$ cat src/rtl/sfspi_pkg.sv
/*
 * constants, types and the behaviour list of the serial flash bus front end.
 * assumes a single mclk domain; pins arrive unsynchronised.
 */
// Behaviour
// - select high deselects the device; it then enters standby, never deep power-down.
// - while deselected every data line output is released.
// - while deselected input line values are ignored; no bits are accepted.
// - operations start on select falling edge and end on its rising edge.
// - a self-timed cycle launched at deselect delays standby until it finishes.
// - input bits are sampled on each serial clock rising edge.
// - output bits change only on serial clock falling edges.
// - dual and quad reads turn line zero into an output, two or four bits.
// - serial clock may idle low or high; modes 0 and 3 only.
// - a program accepts one to 256 data bytes within one page.
// - erase aligned 4, 32 or 64 Kbyte blocks, or the whole array.
// - three security pages, each lockable on its own, permanently.
// - hold ignores clock and input, floats output, keeps selection and state.
// - quad reads drive lines two and three too, four bits per clock.
package sfspi_pkg;
   localparam int PIN_N = 6;
   localparam int PIN_CS = 5;
   localparam int PIN_SCK = 4;
   localparam int PIN_IO3 = 3;
   localparam int PIN_IO0 = 0;
   localparam logic [PIN_N-1:0] PIN_RESET = 6'h2F;
   localparam int ADDR_W = 19;
   localparam logic [8:0] PAGE_BYTES = 9'h100;
   localparam int SEC_PAGES = 3;
   localparam logic [ADDR_W-1:0] MASK_4K = 19'h7F000;
   localparam logic [ADDR_W-1:0] MASK_32K = 19'h78000;
   localparam logic [ADDR_W-1:0] MASK_64K = 19'h70000;
   localparam logic [ADDR_W-1:0] MASK_CHIP = 19'h00000;
   localparam logic [3:0] OE_SINGLE = 4'h2;
   localparam logic [3:0] OE_DUAL = 4'h3;
   localparam logic [3:0] OE_QUAD = 4'hF;
   localparam logic [3:0] BITS_BYTE = 4'h8;

   typedef enum logic [1:0] {SFSPI_W1, SFSPI_W2, SFSPI_W4} sfspi_width_t;
   typedef enum logic [1:0] {SFSPI_E4K, SFSPI_E32K, SFSPI_E64K, SFSPI_ECHIP} sfspi_erase_t;

   typedef struct packed {
      logic [7:0] data;
      logic first;
   } sfspi_rx_t;

   typedef struct packed {
      logic [7:0] data;
      sfspi_width_t width;
   } sfspi_tx_t;

   function automatic logic [ADDR_W-1:0] sfspi_align(input logic [ADDR_W-1:0] a,
                                                     input sfspi_erase_t s);
      logic [ADDR_W-1:0] m;
      m = MASK_CHIP;
      case (s)
         SFSPI_E4K: m = MASK_4K;
         SFSPI_E32K: m = MASK_32K;
         SFSPI_E64K: m = MASK_64K;
         default: m = MASK_CHIP;
      endcase
      return a & m;
   endfunction : sfspi_align
endpackage : sfspi_pkg

$ cat src/rtl/sfspi_front_end.sv
/*
 * serial flash bus front end: pin synchronisers, framing by select, bit shifting
 * in on clock rise and out on clock fall (1, 2 or 4 lines), hold, standby,
 * program byte counting, erase alignment and security page locks.
 * assumes the serial clock is well below mclk/6 and the command layer sits
 * on the user side.
 */
`timescale 1ns/1ns
module sfspi_front_end (
   input wire logic mclk,
   input wire logic nrst,
   input wire logic cs_n,
   input wire logic sck,
   input wire logic [3:0] data_lines_quad_i,
   output logic [3:0] data_lines_quad_o,
   output logic [3:0] data_lines_quad_oe,
   output sfspi_pkg::sfspi_rx_t rx_data,
   output logic rx_valid,
   input wire logic rx_ready,
   output logic rx_overrun,
   input wire sfspi_pkg::sfspi_tx_t tx_data,
   input wire logic tx_valid,
   output logic tx_ready,
   input wire logic busy,
   output logic selected,
   output logic standby,
   output logic frame_start,
   output logic frame_end,
   input wire logic prog_byte,
   output logic [8:0] prog_count,
   output logic prog_page_over,
   input wire logic erase_req,
   input wire sfspi_pkg::sfspi_erase_t erase_size,
   input wire logic [sfspi_pkg::ADDR_W-1:0] erase_addr,
   output logic erase_go,
   output logic [sfspi_pkg::ADDR_W-1:0] erase_base,
   input wire logic sec_lock_req,
   input wire logic [1:0] sec_page,
   output logic [sfspi_pkg::SEC_PAGES-1:0] sec_locked
);
   import sfspi_pkg::*;

   logic [PIN_N-1:0] pins;
   logic [PIN_N-1:0] s1_q, s2_q, s3_q, filt_q, chg;

   assign pins = {cs_n, sck, data_lines_quad_i};

   // three-stage synchronisers; a change counts when stages two and three agree
   genvar gi;
   generate
      for (gi = 0; gi < PIN_N; gi++) begin : g_sync
         assign chg[gi] = (s2_q[gi] == s3_q[gi]) && (s3_q[gi] != filt_q[gi]);
         always_ff @(posedge mclk or negedge nrst) begin
            if (!nrst) begin
               s1_q[gi] <= PIN_RESET[gi];
               s2_q[gi] <= PIN_RESET[gi];
               s3_q[gi] <= PIN_RESET[gi];
               filt_q[gi] <= PIN_RESET[gi];
            end else begin
               s1_q[gi] <= pins[gi];
               s2_q[gi] <= s1_q[gi];
               s3_q[gi] <= s2_q[gi];
               if (chg[gi]) begin
                  filt_q[gi] <= s3_q[gi];
               end
            end
         end
      end
   endgenerate

   logic cs_fall, cs_rise, sel, sck_rise, sck_fall, hold, rx_step, tx_step;
   logic tx_on_q;
   sfspi_width_t width_q;

   assign cs_fall = chg[PIN_CS] && !s3_q[PIN_CS];
   assign cs_rise = chg[PIN_CS] && s3_q[PIN_CS];
   assign sel = !filt_q[PIN_CS] && !cs_rise;
   // line three is hold except while it carries quad data
   assign hold = !filt_q[PIN_IO3] && !(tx_on_q && width_q == SFSPI_W4);
   // edges count whichever level the clock idled at
   assign sck_rise = chg[PIN_SCK] && s3_q[PIN_SCK];
   assign sck_fall = chg[PIN_SCK] && !s3_q[PIN_SCK];
   assign rx_step = sck_rise && sel && !hold && !data_lines_quad_oe[PIN_IO0];
   assign tx_step = sck_fall && sel && !hold;

   assign selected = sel;
   // self-timed work keeps the part active after deselect
   assign standby = filt_q[PIN_CS] && !busy;

   always_ff @(posedge mclk or negedge nrst) begin
      if (!nrst) begin
         frame_start <= 1'b0;
         frame_end <= 1'b0;
      end else begin
         frame_start <= cs_fall;
         frame_end <= cs_rise;
      end
   end

   // receive shifter
   logic [6:0] rsh_q;
   logic [2:0] rcnt_q;
   logic first_q;
   logic push, in_ready;
   sfspi_rx_t push_word;

   assign push = rx_step && rcnt_q == 3'h7;
   assign push_word = '{data: {rsh_q, filt_q[PIN_IO0]}, first: first_q};

   always_ff @(posedge mclk or negedge nrst) begin
      if (!nrst) begin
         rsh_q <= 7'h00;
         rcnt_q <= 3'h0;
         first_q <= 1'b1;
      end else if (cs_fall) begin
         rcnt_q <= 3'h0;
         first_q <= 1'b1;
      end else if (rx_step) begin
         rsh_q <= {rsh_q[5:0], filt_q[PIN_IO0]};
         rcnt_q <= rcnt_q + 3'h1;
         if (push) begin
            first_q <= 1'b0;
         end
      end
   end

   // byte lost only when the user side has let both entries fill
   always_ff @(posedge mclk or negedge nrst) begin
      if (!nrst) begin
         rx_overrun <= 1'b0;
      end else if (push && !in_ready) begin
         rx_overrun <= 1'b1;
      end else if (cs_fall) begin
         rx_overrun <= 1'b0;
      end
   end

   // two-entry buffer toward the command layer
   sfspi_rx_t mem_q [2];
   logic wp_q, rp_q;
   logic [1:0] cnt_q;
   logic wr, rd;

   assign in_ready = cnt_q != 2'h2;
   assign wr = push && in_ready;
   assign rd = rx_valid && rx_ready;
   assign rx_valid = cnt_q != 2'h0;

   always_ff @(posedge mclk or negedge nrst) begin
      if (!nrst) begin
         mem_q[0] <= '0;
         mem_q[1] <= '0;
      end else if (wr) begin
         mem_q[wp_q] <= push_word;
      end
   end

   always_ff @(posedge mclk or negedge nrst) begin
      if (!nrst) begin
         wp_q <= 1'b0;
         rp_q <= 1'b0;
         cnt_q <= 2'h0;
      end else begin
         if (wr) begin
            wp_q <= !wp_q;
         end
         if (rd) begin
            rp_q <= !rp_q;
         end
         case ({wr, rd})
            2'b10: cnt_q <= cnt_q + 2'h1;
            2'b01: cnt_q <= cnt_q - 2'h1;
            default: cnt_q <= cnt_q;
         endcase
      end
   end

   // a word entering an empty buffer, or landing behind the one being read, bypasses the array
   always_ff @(posedge mclk or negedge nrst) begin
      if (!nrst) begin
         rx_data <= '0;
      end else if (wr && (cnt_q == 2'h0 || (cnt_q == 2'h1 && rd))) begin
         rx_data <= push_word;
      end else begin
         rx_data <= mem_q[rd ? !rp_q : rp_q];
      end
   end

   // transmit shifter
   logic [7:0] tsh_q;
   logic [3:0] left_q, step, tstep;
   logic [3:0] out_q;
   logic load;

   always_comb begin
      step = 4'h1;
      case (width_q)
         SFSPI_W2: step = 4'h2;
         SFSPI_W4: step = 4'h4;
         default: step = 4'h1;
      endcase
      tstep = 4'h1;
      case (tx_data.width)
         SFSPI_W2: tstep = 4'h2;
         SFSPI_W4: tstep = 4'h4;
         default: tstep = 4'h1;
      endcase
   end

   // next byte only once every bit of the current one has gone out
   assign load = tx_step && left_q == 4'h0;
   assign tx_ready = load && tx_valid;

   always_ff @(posedge mclk or negedge nrst) begin
      if (!nrst) begin
         tsh_q <= 8'h00;
         left_q <= 4'h0;
         out_q <= 4'h0;
         tx_on_q <= 1'b0;
         width_q <= SFSPI_W1;
      end else if (cs_rise || cs_fall) begin
         left_q <= 4'h0;
         tx_on_q <= 1'b0;
         width_q <= SFSPI_W1;
      end else if (load) begin
         tx_on_q <= tx_valid;
         if (tx_valid) begin
            width_q <= tx_data.width;
            tsh_q <= tx_data.data << tstep;
            left_q <= BITS_BYTE - tstep;
            case (tx_data.width)
               SFSPI_W2: out_q <= {2'b00, tx_data.data[7:6]};
               SFSPI_W4: out_q <= tx_data.data[7:4];
               default: out_q <= {2'b00, tx_data.data[7], 1'b0};
            endcase
         end else begin
            left_q <= 4'h0;
         end
      end else if (tx_step) begin
         tsh_q <= tsh_q << step;
         left_q <= left_q - step;
         case (width_q)
            SFSPI_W2: out_q <= {2'b00, tsh_q[7:6]};
            SFSPI_W4: out_q <= tsh_q[7:4];
            default: out_q <= {2'b00, tsh_q[7], 1'b0};
         endcase
      end
   end

   // released while deselected, on hold or with nothing to send
   always_comb begin
      data_lines_quad_oe = 4'h0;
      if (sel && !hold && tx_on_q) begin
         case (width_q)
            SFSPI_W2: data_lines_quad_oe = OE_DUAL;
            SFSPI_W4: data_lines_quad_oe = OE_QUAD;
            default: data_lines_quad_oe = OE_SINGLE;
         endcase
      end
   end
   assign data_lines_quad_o = out_q;

   // program data bytes, one to a full page per command
   always_ff @(posedge mclk or negedge nrst) begin
      if (!nrst) begin
         prog_count <= 9'h000;
         prog_page_over <= 1'b0;
      end else if (cs_fall) begin
         prog_count <= 9'h000;
         prog_page_over <= 1'b0;
      end else if (prog_byte && sel) begin
         if (prog_count == PAGE_BYTES) begin
            prog_page_over <= 1'b1;
         end else begin
            prog_count <= prog_count + 9'h001;
         end
      end
   end

   always_ff @(posedge mclk or negedge nrst) begin
      if (!nrst) begin
         erase_go <= 1'b0;
         erase_base <= '0;
      end else begin
         erase_go <= erase_req;
         if (erase_req) begin
            erase_base <= sfspi_align(erase_addr, erase_size);
         end
      end
   end

   generate
      for (gi = 0; gi < SEC_PAGES; gi++) begin : g_lock
         always_ff @(posedge mclk or negedge nrst) begin
            if (!nrst) begin
               sec_locked[gi] <= 1'b0;
            end else if (sec_lock_req && sec_page == 2'(gi)) begin
               sec_locked[gi] <= 1'b1;
            end
         end
      end
   endgenerate
endmodule : sfspi_front_end

$ cat config.mk
export PLATFORM = sky130hd
export DESIGN_NAME = sfspi_front_end
export DESIGN_NICKNAME = d
export VERILOG_FILES = /design/src/rtl/sfspi_pkg.sv /design/src/rtl/sfspi_front_end.sv
export SDC_FILE = /design/constraint.sdc
export NUM_CORES = 1
export LEC_CHECK = 0
export BUFFER_PORTS_ARGS = -buffer_cell sky130_fd_sc_hd__buf_2
export CAP_MARGIN = 20
export CORE_MARGIN = 4
export CORE_UTILIZATION = 25
export DETAILED_ROUTE_END_ITERATION = 10
export MAX_ROUTING_LAYER = met4
export RECOVER_POWER = 25
export SYNTH_ARGS = -nofsm -noshare
export SYNTH_HDL_FRONTEND = slang
export SYNTH_SLANG_ARGS = --single-unit
$ cat constraint.sdc
create_clock -name mclk -period 2.25 [get_ports mclk]
set_input_delay 0.1125 -clock mclk [delete_from_list [all_inputs] [get_ports mclk]]
set_output_delay 0.1125 -clock mclk [all_outputs]
set_load 0.05 [all_outputs]
==> results_dict.tcl, run 1 <==
set metrics [dict create \
    status "finished, violations left" \
    failed_checks "max-capacitance violations, max-slew violations" \
    regToRegSetupSlack_ns 0.17 \
    place_hpwl_um 8530 \
    clockBufferDepth 2 \
    routed_wl_um 11800 \
    synth_area_leader_cell "dfrtp_1" \
    grt_max_degree 58 \
    worst_pin_slew_ns 1.53 \
    wl_per_cell_um 13.7 \
    first_global_vias 3775 \
    initial_utilization_pct 25.7 \
    worstPathArrival_ns 2.01 \
    synth_seq_cells 101 \
    grt_pass1_wl_um 19200 \
    regArea_um2 2540 \
    slowest_stage "or3b_2" \
    final.period_utilization_pct 94.5 \
    max_freq_mhz 470 \
    ys_seq_area_share_pct 50.3 \
    max_stage_delay_ns 0.54 \
    p_leak_nw 3.00 \
    overflow 0 \
    synth_area_um2 5050 \
    placementRows 51 \
    synth_area_leaders "dfrtp_1, dfstp_2, mux2_2" \
    rsz0062_at_grt "no" \
    areaGrowthSynthToFinish_pct 25.1 \
    yosysUniqueCellTypes 58 \
    finalHoldViolCount 0 \
    dr.pass1.iters 4 \
    hold_start "sec_lock_req" \
    min_path_type "input port to flop" \
    n_fill_cell 2064 \
    instances_no_fill 865 \
    r2r_cells 8 \
    drt_iter0_markers 216 \
    yosysWarnings 0 \
    synth_edf_count 0 \
    vias 3843 \
    synthMostInstantiatedCell "dfrtp_1" \
    crit_fanout 4 \
    power.density_nw_per_um2 809 \
    critical_path.cell_chain "or3b_2 -> nor4_4 -> buf_4 -> and2_1 -> buf_6" \
    hold_path_depth 2 \
    diodes 0 \
    cts.sinks 101 \
    clkTransAtPathRegs_ns 0.07 \
    final.min_clock_period_ns 2.13 \
    clock_skew_ns 0.00858 \
    h-tree-depth 3 \
    coreArea_um2 19700 \
    fin_util_pct 32.1 \
    vias_per_cell 4.44 \
    routabilityCongestion 0.820 \
    ir_worst_vdd_mv 0.356 \
    syn-instance-count 488 \
    die_h_um 150 \
    root_buffer "clkbuf_16" \
    crit_required_ns 2.14 \
    rr_endpoint "tsh_q[6]" \
    synth_top_area_share_pct 43.6 \
    dp.cells 833 \
    path_class "flop to output pin" \
    max_cap_viol_count 1 \
    synth_area_per_cell_um2 10.4 \
    die_area_um2 22500 \
    reg2reg_from "width_q[0]" \
    path_buf_inv 2 \
    final_antenna_net_count 0 \
    max_slew_margin_pct -1.93 \
    placed_area_um2 5840 \
    fin_tns_setup_ns 0 \
    multiInputGateArea_um2 2290 \
    clock_latency_ns 0.35 \
    cp_top_family "simple AND/OR/NAND/NOR gates" \
    async_reset_ff_share_pct 100 \
    ys.flop_type "dfrtp_1" \
    cts_tree "built" \
    numPortBuffers 77 \
    whs_endpoint "sec_locked[2]" \
    antenna_found_initial 0 \
    cp-start-kind "flop" \
    setup_viol 0 \
    grt_usage_pct 11.2 \
    cts_buffers 9 \
    route.detailed.drc 0 \
    layout-drive-gt1-share_pct 28.0 \
    power_w 0.00511 \
    die_w_um 150 \
    ios 104 \
    synthTopCellsByCount "dfrtp_1, nand2_1, nor2_1" \
    endpoint_kind "output pin" \
    slew_violations 56 \
    fin_area_um2 6320 \
    finalNetCount 660 \
]
[through the flow]
stage	hold slack (ns)	worst slack, ns
after floorplan	-0.183	0.0396
after global placement	0.218	0.163
after detailed placement	0.219	0.107
after CTS	0.00440	0.0136
after global routing	0.0275	0.0187
final	0.0231	0.124
[kinds of logic (layout without fill, tap and decap cells)]
family                   count (synthesis)  count (layout)  share of synthesized area [%]
AO/OA/AOI/OAI                           79              79                           9.68
XOR/XNOR                                11              11                           1.91
adder cells (fa/ha/maj)                 21              21                           5.20
buffers and inverters                   61             161                           5.77
flip-flops                             101             101                           50.3
multiplexers                            47              47                           10.4
other                                    1              12                         0.0742
AND/OR/NAND/NOR                        167             168                           16.6
[how the worst max path moves through the flow]
| stage | start | end | slack, ns | cells past startpoint |
|---|---|---|---|---|
| final | s3_q[4] | tx_ready | 0.12 | 5 |
| after global routing | s3_q[4] | tx_ready | 0.02 | 5 |
| after CTS | left_q[1] | tx_ready | 0.01 | 5 |
| after detailed placement | width_q[0] | mem_q[10] | 0.11 | 8 |
| after global placement | width_q[0] | mem_q[10] | 0.16 | 8 |
| after floorplan | width_q[0] | data_lines_quad_oe[3] | 0.04 | 6 |
[flip-flops by register name, indices dropped and copies added, names as in the netlist, 2 cells and up]
name and flops:
s3_q 4, cnt_q 2, sec_locked 3, tsh_q 8, s2_q 4, left_q 4
mem_q 18, rsh_q 7, data_lines_quad_o 4, rcnt_q 3, filt_q 4, width_q 2
prog_count 9, s1_q 4, rx_data 9, erase_base 7
[routing by layer]
layer | track usage (%) | vias to the layer above | wire (um)
li1 | - | 1898 | -
met4 | 4.94 | 0 | 288
met3 | 1.84 | 18 | 446
met1 | 14.3 | 1842 | 5440
met2 | 17.5 | 85 | 5660
met5 | - | - | 0
[power breakdown]
group	switching (W)	internal (W)
Combinational	0.000895	0.000502
Clock	0.000733	0.000812
Sequential	0.000170	0.00200
Total	0.00180	0.00332
[layout by cell type, fill, tap and decap left out, types with 3 or more instances in the layout]
cell type       n
o21ai_0        32
nand2b_1        8
inv_6           3
nand3_1        25
nor4_1          3
dfstp_2         8
xor2_1          5
or2_2           3
xnor2_1         6
clkbuf_16       9
buf_4          22
mux2i_1        22
nor3_1          3
dfrtp_1        87
a31oi_1         7
nand3b_1        3
maj3_1          3
dlygate4sd3_1  14
o31ai_1         3
buf_2          72
a311oi_1        4
conb_1         12
inv_1          26
mux2_2         23
a21o_1          6
nand4_1         8
nor2_1         34
nand2_1        59
ha_1           17
nor2b_1         4
a21oi_1        13
dfstp_1         5
clkbuf_1        3
[what timing repair did]
action / in CTS / in global routing
hold buffers: 14 / 0
cloned: 0 / 1
endpoints found under the setup margin: 1 / 13
gates resized for setup: 4 / 5
pin swaps: 0 / 2
setup buffers: 1 / 0
hold endpoints to repair: 54 / 0
[worst reg2reg max path: cells and delay by family (launching register included)]
family,cells,cell delay [ns]
buffers and inverters,2,0.25
DFF,1,0.35
muxes,2,0.51
adders and majority gates,1,0.31
AOI/OAI and AO/OA,2,0.27
and+or+nand+nor,1,0.28
[area by class of cell]
class	instances	share of cell area [%]
Clock inverter	6	0.990
Clock buffer	10	3.78
Sequential cell	101	40.3
Timing Repair Buffer	116	11.8
Tap cell	265	5.25
Multi-Input combinational cell	338	36.2
Inverter	29	1.72
Power figures use the tool's default switching activity.
==> run 2: changes to the inputs <==
Settings changed: REMOVE_ABC_BUFFERS set to 1, SETUP_SLACK_MARGIN set to 0.3.
==> run 2 against run 1 <==
  * The run still ends with max-capacitance violations, max-slew violations left
  * Via count up 2.2%
  * First-iteration DRC count down 1.4%
  * Global-route usage about the same
  * Clock skew up 0.0016 ns
  * Maximum frequency up 5.7%
  * Register-to-register slack better by 0.08 ns
  * Highest routed layer unchanged
==> results_dict.tcl, run 2 (synthesis results as in run 1) <==
set metrics [dict create \
    routed_wl_um 12300 \
    final_cell_mix "dfrtp_1, buf_2, nand2_1" \
    h-tree-depth 3 \
    crit_required_ns 2.14 \
    finalHoldViolCount 0 \
    clkTransAtPathRegs_ns 0.07 \
    crit_fanout 2 \
    worst_pin_slew_ns 1.52 \
    place_hpwl_um 8510 \
    instances_no_fill 884 \
    antenna_found_initial 0 \
    placementRows 51 \
    final.min_clock_period_ns 2.01 \
    route.detailed.drc 0 \
    power.density_nw_per_um2 788 \
    grt_max_degree 39 \
    cp-start-kind "flop" \
    max_freq_mhz 497 \
    endpoint_kind "output pin" \
    ir_worst_vdd_mv 0.368 \
    first_global_vias 3820 \
    clockBufferDepth 2 \
    root_buffer "clkbuf_16" \
    diodes 0 \
    cts_tree "built" \
    failed_checks "max-capacitance violations, max-slew violations" \
    worstPathArrival_ns 1.90 \
    clock_skew_ns 0.0102 \
    setup.worst_path.start "left_q[1]" \
    slew_violations 25 \
    dr.pass1.iters 4 \
    rsz0062_at_grt "yes" \
    initial_utilization_pct 25.7 \
    reg.largest.list "mem_q (18), prog_count (9), rx_data (9)" \
    hold_start "erase_addr[13]" \
    dp.cells 834 \
    path_class "flop to output pin" \
    die_h_um 150 \
    vias_per_cell 4.44 \
    n_fill_cell 2032 \
    min_path_type "input port to flop" \
    coreArea_um2 19700 \
    final.period_utilization_pct 89.4 \
    reg2reg_from "width_q[0]" \
    fin_hold_ws_ns 0.00755 \
    max_cap_viol_count 1 \
    p_leak_nw 3.13 \
    grt_usage_pct 11.2 \
    numPortBuffers 77 \
    cts_buffers 9 \
    clock_latency_ns 0.35 \
    largest_reg_flops 18 \
    final_common_cell "dfrtp_1" \
    status "finished, violations left" \
    cts.sinks 101 \
    vias 3926 \
    routabilityCongestion 0.843 \
    finalNetCount 679 \
    die_w_um 150 \
    max_slew_margin_pct -1.32 \
    wl_per_cell_um 14.0 \
    overflow 0 \
    drt_iter0_markers 213 \
    die_area_um2 22500 \
    ios 104 \
    final_antenna_net_count 0 \
    setup_viol 0 \
    areaGrowthSynthToFinish_pct 32.1 \
    grt_pass1_wl_um 19500 \
    layout-drive-gt1-share_pct 35.4 \
    regMostFlops "mem_q" \
]
[run 2: layout make-up]
class / instances / area (um2) / share of cell area, %
multi-input cells: 337 / 2460 / 36.8
clock buffers: 10 / 239 / 3.58
inverters: 29 / 109 / 1.63
repair buffers: 136 / 938 / 14.1
clock inverters: 6 / 55.1 / 0.825
flip-flops and latches: 101 / 2540 / 38.1
well taps: 265 / 332 / 4.97
[run 2: per-stage QoR]
step	utilization (%)	power, W	worst slack (ns)	TNS (ns)	instance area (um2)
final	34.0	0.00526	0.238	0	6680
after global routing	34.0	0.00555	0.126	0	6680
after CTS	32.7	0.00520	0.227	0	6420
after detailed placement	29.7	0.00358	0.0973	0	5830
after global placement	29.7	0.00356	0.143	0	5830
after floorplan	-	0.00316	-0.211	-3.20	4910
[run 2: where the power goes]
group          total [W]  switching, W  internal (W)
logic            0.00156      0.000960      0.000599
clock network    0.00152      0.000719      0.000800
registers        0.00218      0.000178       0.00200
total            0.00526       0.00186       0.00340
[run 2: path summary, 6_finish.rpt]
kind / endpoint / slack (ns) / depth (start not counted)
hold reg to reg: s2_q[5] / 0.36 / 0
setup / recovery: tx_ready / 0.24 / 5
max in group asynchronous: s3_q[3] / 0.50 / 3
hold / removal: erase_base[13] / 0.008 / 3
min in group asynchronous: mem_q[16] / 0.67 / 2
setup reg to reg: mem_q[9] / 0.25 / 9
[run 2: timing repair]
action	in CTS	in global routing
resized for setup	24	44
hold buffers	13	0
buffers inserted	7	13
endpoints found under the hold margin	34	0
pin swaps	8	13
endpoints found under the setup margin	24	40
cloned	0	1
[run 2: worst max-delay path, cell delays in order, from the launching register on]
cell	delay [ns]
dfrtp_1	0.39
or4_4	0.57
nor4_4	0.14
buf_4	0.17
and2_4	0.14
buf_6	0.15
[run 2: per-layer routing]
layer	up-vias	wire length [um]	track usage [%]
li1	1928	-	-
met1	1904	5890	15.2
met2	79	5880	16.8
met3	15	320	1.60
met4	0	250	4.89
met5	-	0	-
==> run 3: changes to the inputs <==
Settings changed: SETUP_SLACK_MARGIN 0.3 to 0.02.
==> run 3 against run 2 <==
  * The run still ends with max-capacitance violations, max-slew violations left
  * Sequential share of layout area up 2.4 points
  * Cell count shrank 2.1%
  * Die area did not move
  * Critical path type unchanged
  * Clock-buffer cell count did not move
==> results_dict.tcl, run 3 (synthesis results as in run 1) <==
set metrics [dict create \
    status "finished, violations left" \
    failed_checks "max-capacitance violations, max-slew violations" \
    finalHoldViolCount 0 \
    r2r_cells 6 \
    route.detailed.drc 0 \
    final.period_utilization_pct 94.7 \
    ir_worst_vdd_mv 0.368 \
    die_w_um 150 \
    grt_pass1_wl_um 19000 \
    initial_utilization_pct 25.7 \
    worst_pin_slew_ns 1.51 \
    ios 104 \
    placementRows 51 \
    die_h_um 150 \
    p_leak_nw 2.99 \
    routabilityCongestion 0.843 \
    layout-drive-gt1-share_pct 28.0 \
    grt_max_degree 39 \
    instances_no_fill 865 \
    clock_latency_ns 0.35 \
    diodes 0 \
    cts.sinks 101 \
    wl_per_cell_um 13.4 \
    h-tree-depth 3 \
    fin_util_pct 32.0 \
    vias 3790 \
    crit_fanout 4 \
    first_global_vias 3685 \
    overflow 0 \
    die_area_um2 22500 \
    rr_endpoint "data_lines_quad_o[0]" \
    reg2reg_from "left_q[0]" \
    hold_path_depth 3 \
    reg.largest.list "mem_q (18), prog_count (9), rx_data (9)" \
    min_path_type "input port to flop" \
    clockBufferDepth 2 \
    regToRegSetupSlack_ns 0.12 \
    path_class "flop to output pin" \
    coreArea_um2 19700 \
    final_cell_mix "dfrtp_1, buf_2, nand2_1" \
    cts_tree "built" \
    dp.cells 834 \
    largest_reg_flops 18 \
    regMostFlops "mem_q" \
    clkTransAtPathRegs_ns 0.07 \
    final.min_clock_period_ns 2.13 \
    grt_usage_pct 10.9 \
    vias_per_cell 4.38 \
    whs_endpoint "erase_base[13]" \
    final_common_cell "dfrtp_1" \
    slew_violations 25 \
    crit_required_ns 2.14 \
    rsz0062_at_grt "no" \
    worstPathArrival_ns 2.02 \
    place_hpwl_um 8510 \
    max_slew_margin_pct -0.803 \
    numPortBuffers 77 \
    finalNetCount 660 \
    dr.pass1.iters 6 \
    cts_buffers 9 \
    final_antenna_net_count 0 \
    setup_viol 0 \
    routed_wl_um 11600 \
    clock_skew_ns 0.00873 \
    max_freq_mhz 469 \
    drt_iter0_markers 200 \
    areaGrowthSynthToFinish_pct 24.4 \
    power.density_nw_per_um2 808 \
    cp-start-kind "flop" \
    hold_start "erase_addr[13]" \
    max_cap_viol_count 1 \
    root_buffer "clkbuf_16" \
    endpoint_kind "output pin" \
    antenna_found_initial 0 \
]
==> run 3: changes by cell type in the layout (fill, tap and decap cells not counted), sizes merged <==
| cell | change |
|---|---|
| clkbuf | -1 |
| buf | -18 |
| inv | -1 |
| clkinv | +1 |
==> run 3: timing repair <==
action	in CTS	in global routing
resized for setup	2	5
setup buffers	0	2
hold buffers	13	0
endpoints found under the hold margin	34	0
pin swaps	0	2
endpoints found under the setup margin	1	14
==> run 3: critical path, stage by stage, from the launching register on <==
cell and delay (ns):
dfrtp_1 0.44, or4_4 0.54, nor4_2 0.22, buf_4 0.17, and2_1 0.14, buf_6 0.16
==> run 3: metal layers <==
| layer | GRT usage (%) | part of all wire (%) | up-vias | wire length (um) |
|---|---|---|---|---|
| met5 | - | 0 | - | 0 |
| met4 | 4.57 | 2.0 | 0 | 233 |
| met3 | 1.60 | 2.8 | 16 | 322 |
| met2 | 16.0 | 46 | 71 | 5360 |
| met1 | 15.2 | 49 | 1817 | 5660 |
| li1 | - | - | 1886 | - |
==> run 3: worst max path at each step <==
stage | start | to | slack [ns] | depth (start not counted)
floorplan | width_q[0] | rx_data[0] | -0.21 | 6
global placement | width_q[1] | left_q[2] | 0.14 | 9
detailed placement | width_q[1] | left_q[2] | 0.1 | 9
CTS | left_q[0] | tx_ready | 0.02 | 5
global route | left_q[0] | data_lines_quad_o[0] | 0.01 | 6
finish | left_q[0] | tx_ready | 0.12 | 5
==> run 3: per-stage QoR <==
stage	cell area [um2]	hold slack (ns)	setup slack [ns]	TNS [ns]	total power, W
global route	6280	0.0170	0.0128	0	0.00537
floorplan	4910	-0.183	-0.211	-3.20	0.00316
finish	6280	0.00856	0.118	0	0.00508
detailed placement	5830	0.0550	0.0973	0	0.00358
CTS	6260	0.00200	0.0218	0	0.00515
global placement	5830	0.0517	0.143	0	0.00356
==> run 3: final cells by class <==
type | instances | area (um2)
fillers | 2075 | 13400
clock buffers | 10 | 239
flip-flops and latches | 101 | 2540
clock inverters | 6 | 55.1
well taps | 265 | 332
inverters | 29 | 109
repair buffers | 117 | 741
multi-input cells | 337 | 2270
==> run 3: report_power, final <==
part | total, W | switching (W) | internal, W
combinational | 0.00140 | 0.000893 | 0.000502
sequential | 0.00217 | 0.000166 | 0.00200
clock | 0.00151 | 0.000712 | 0.000800
total | 0.00508 | 0.00177 | 0.00330
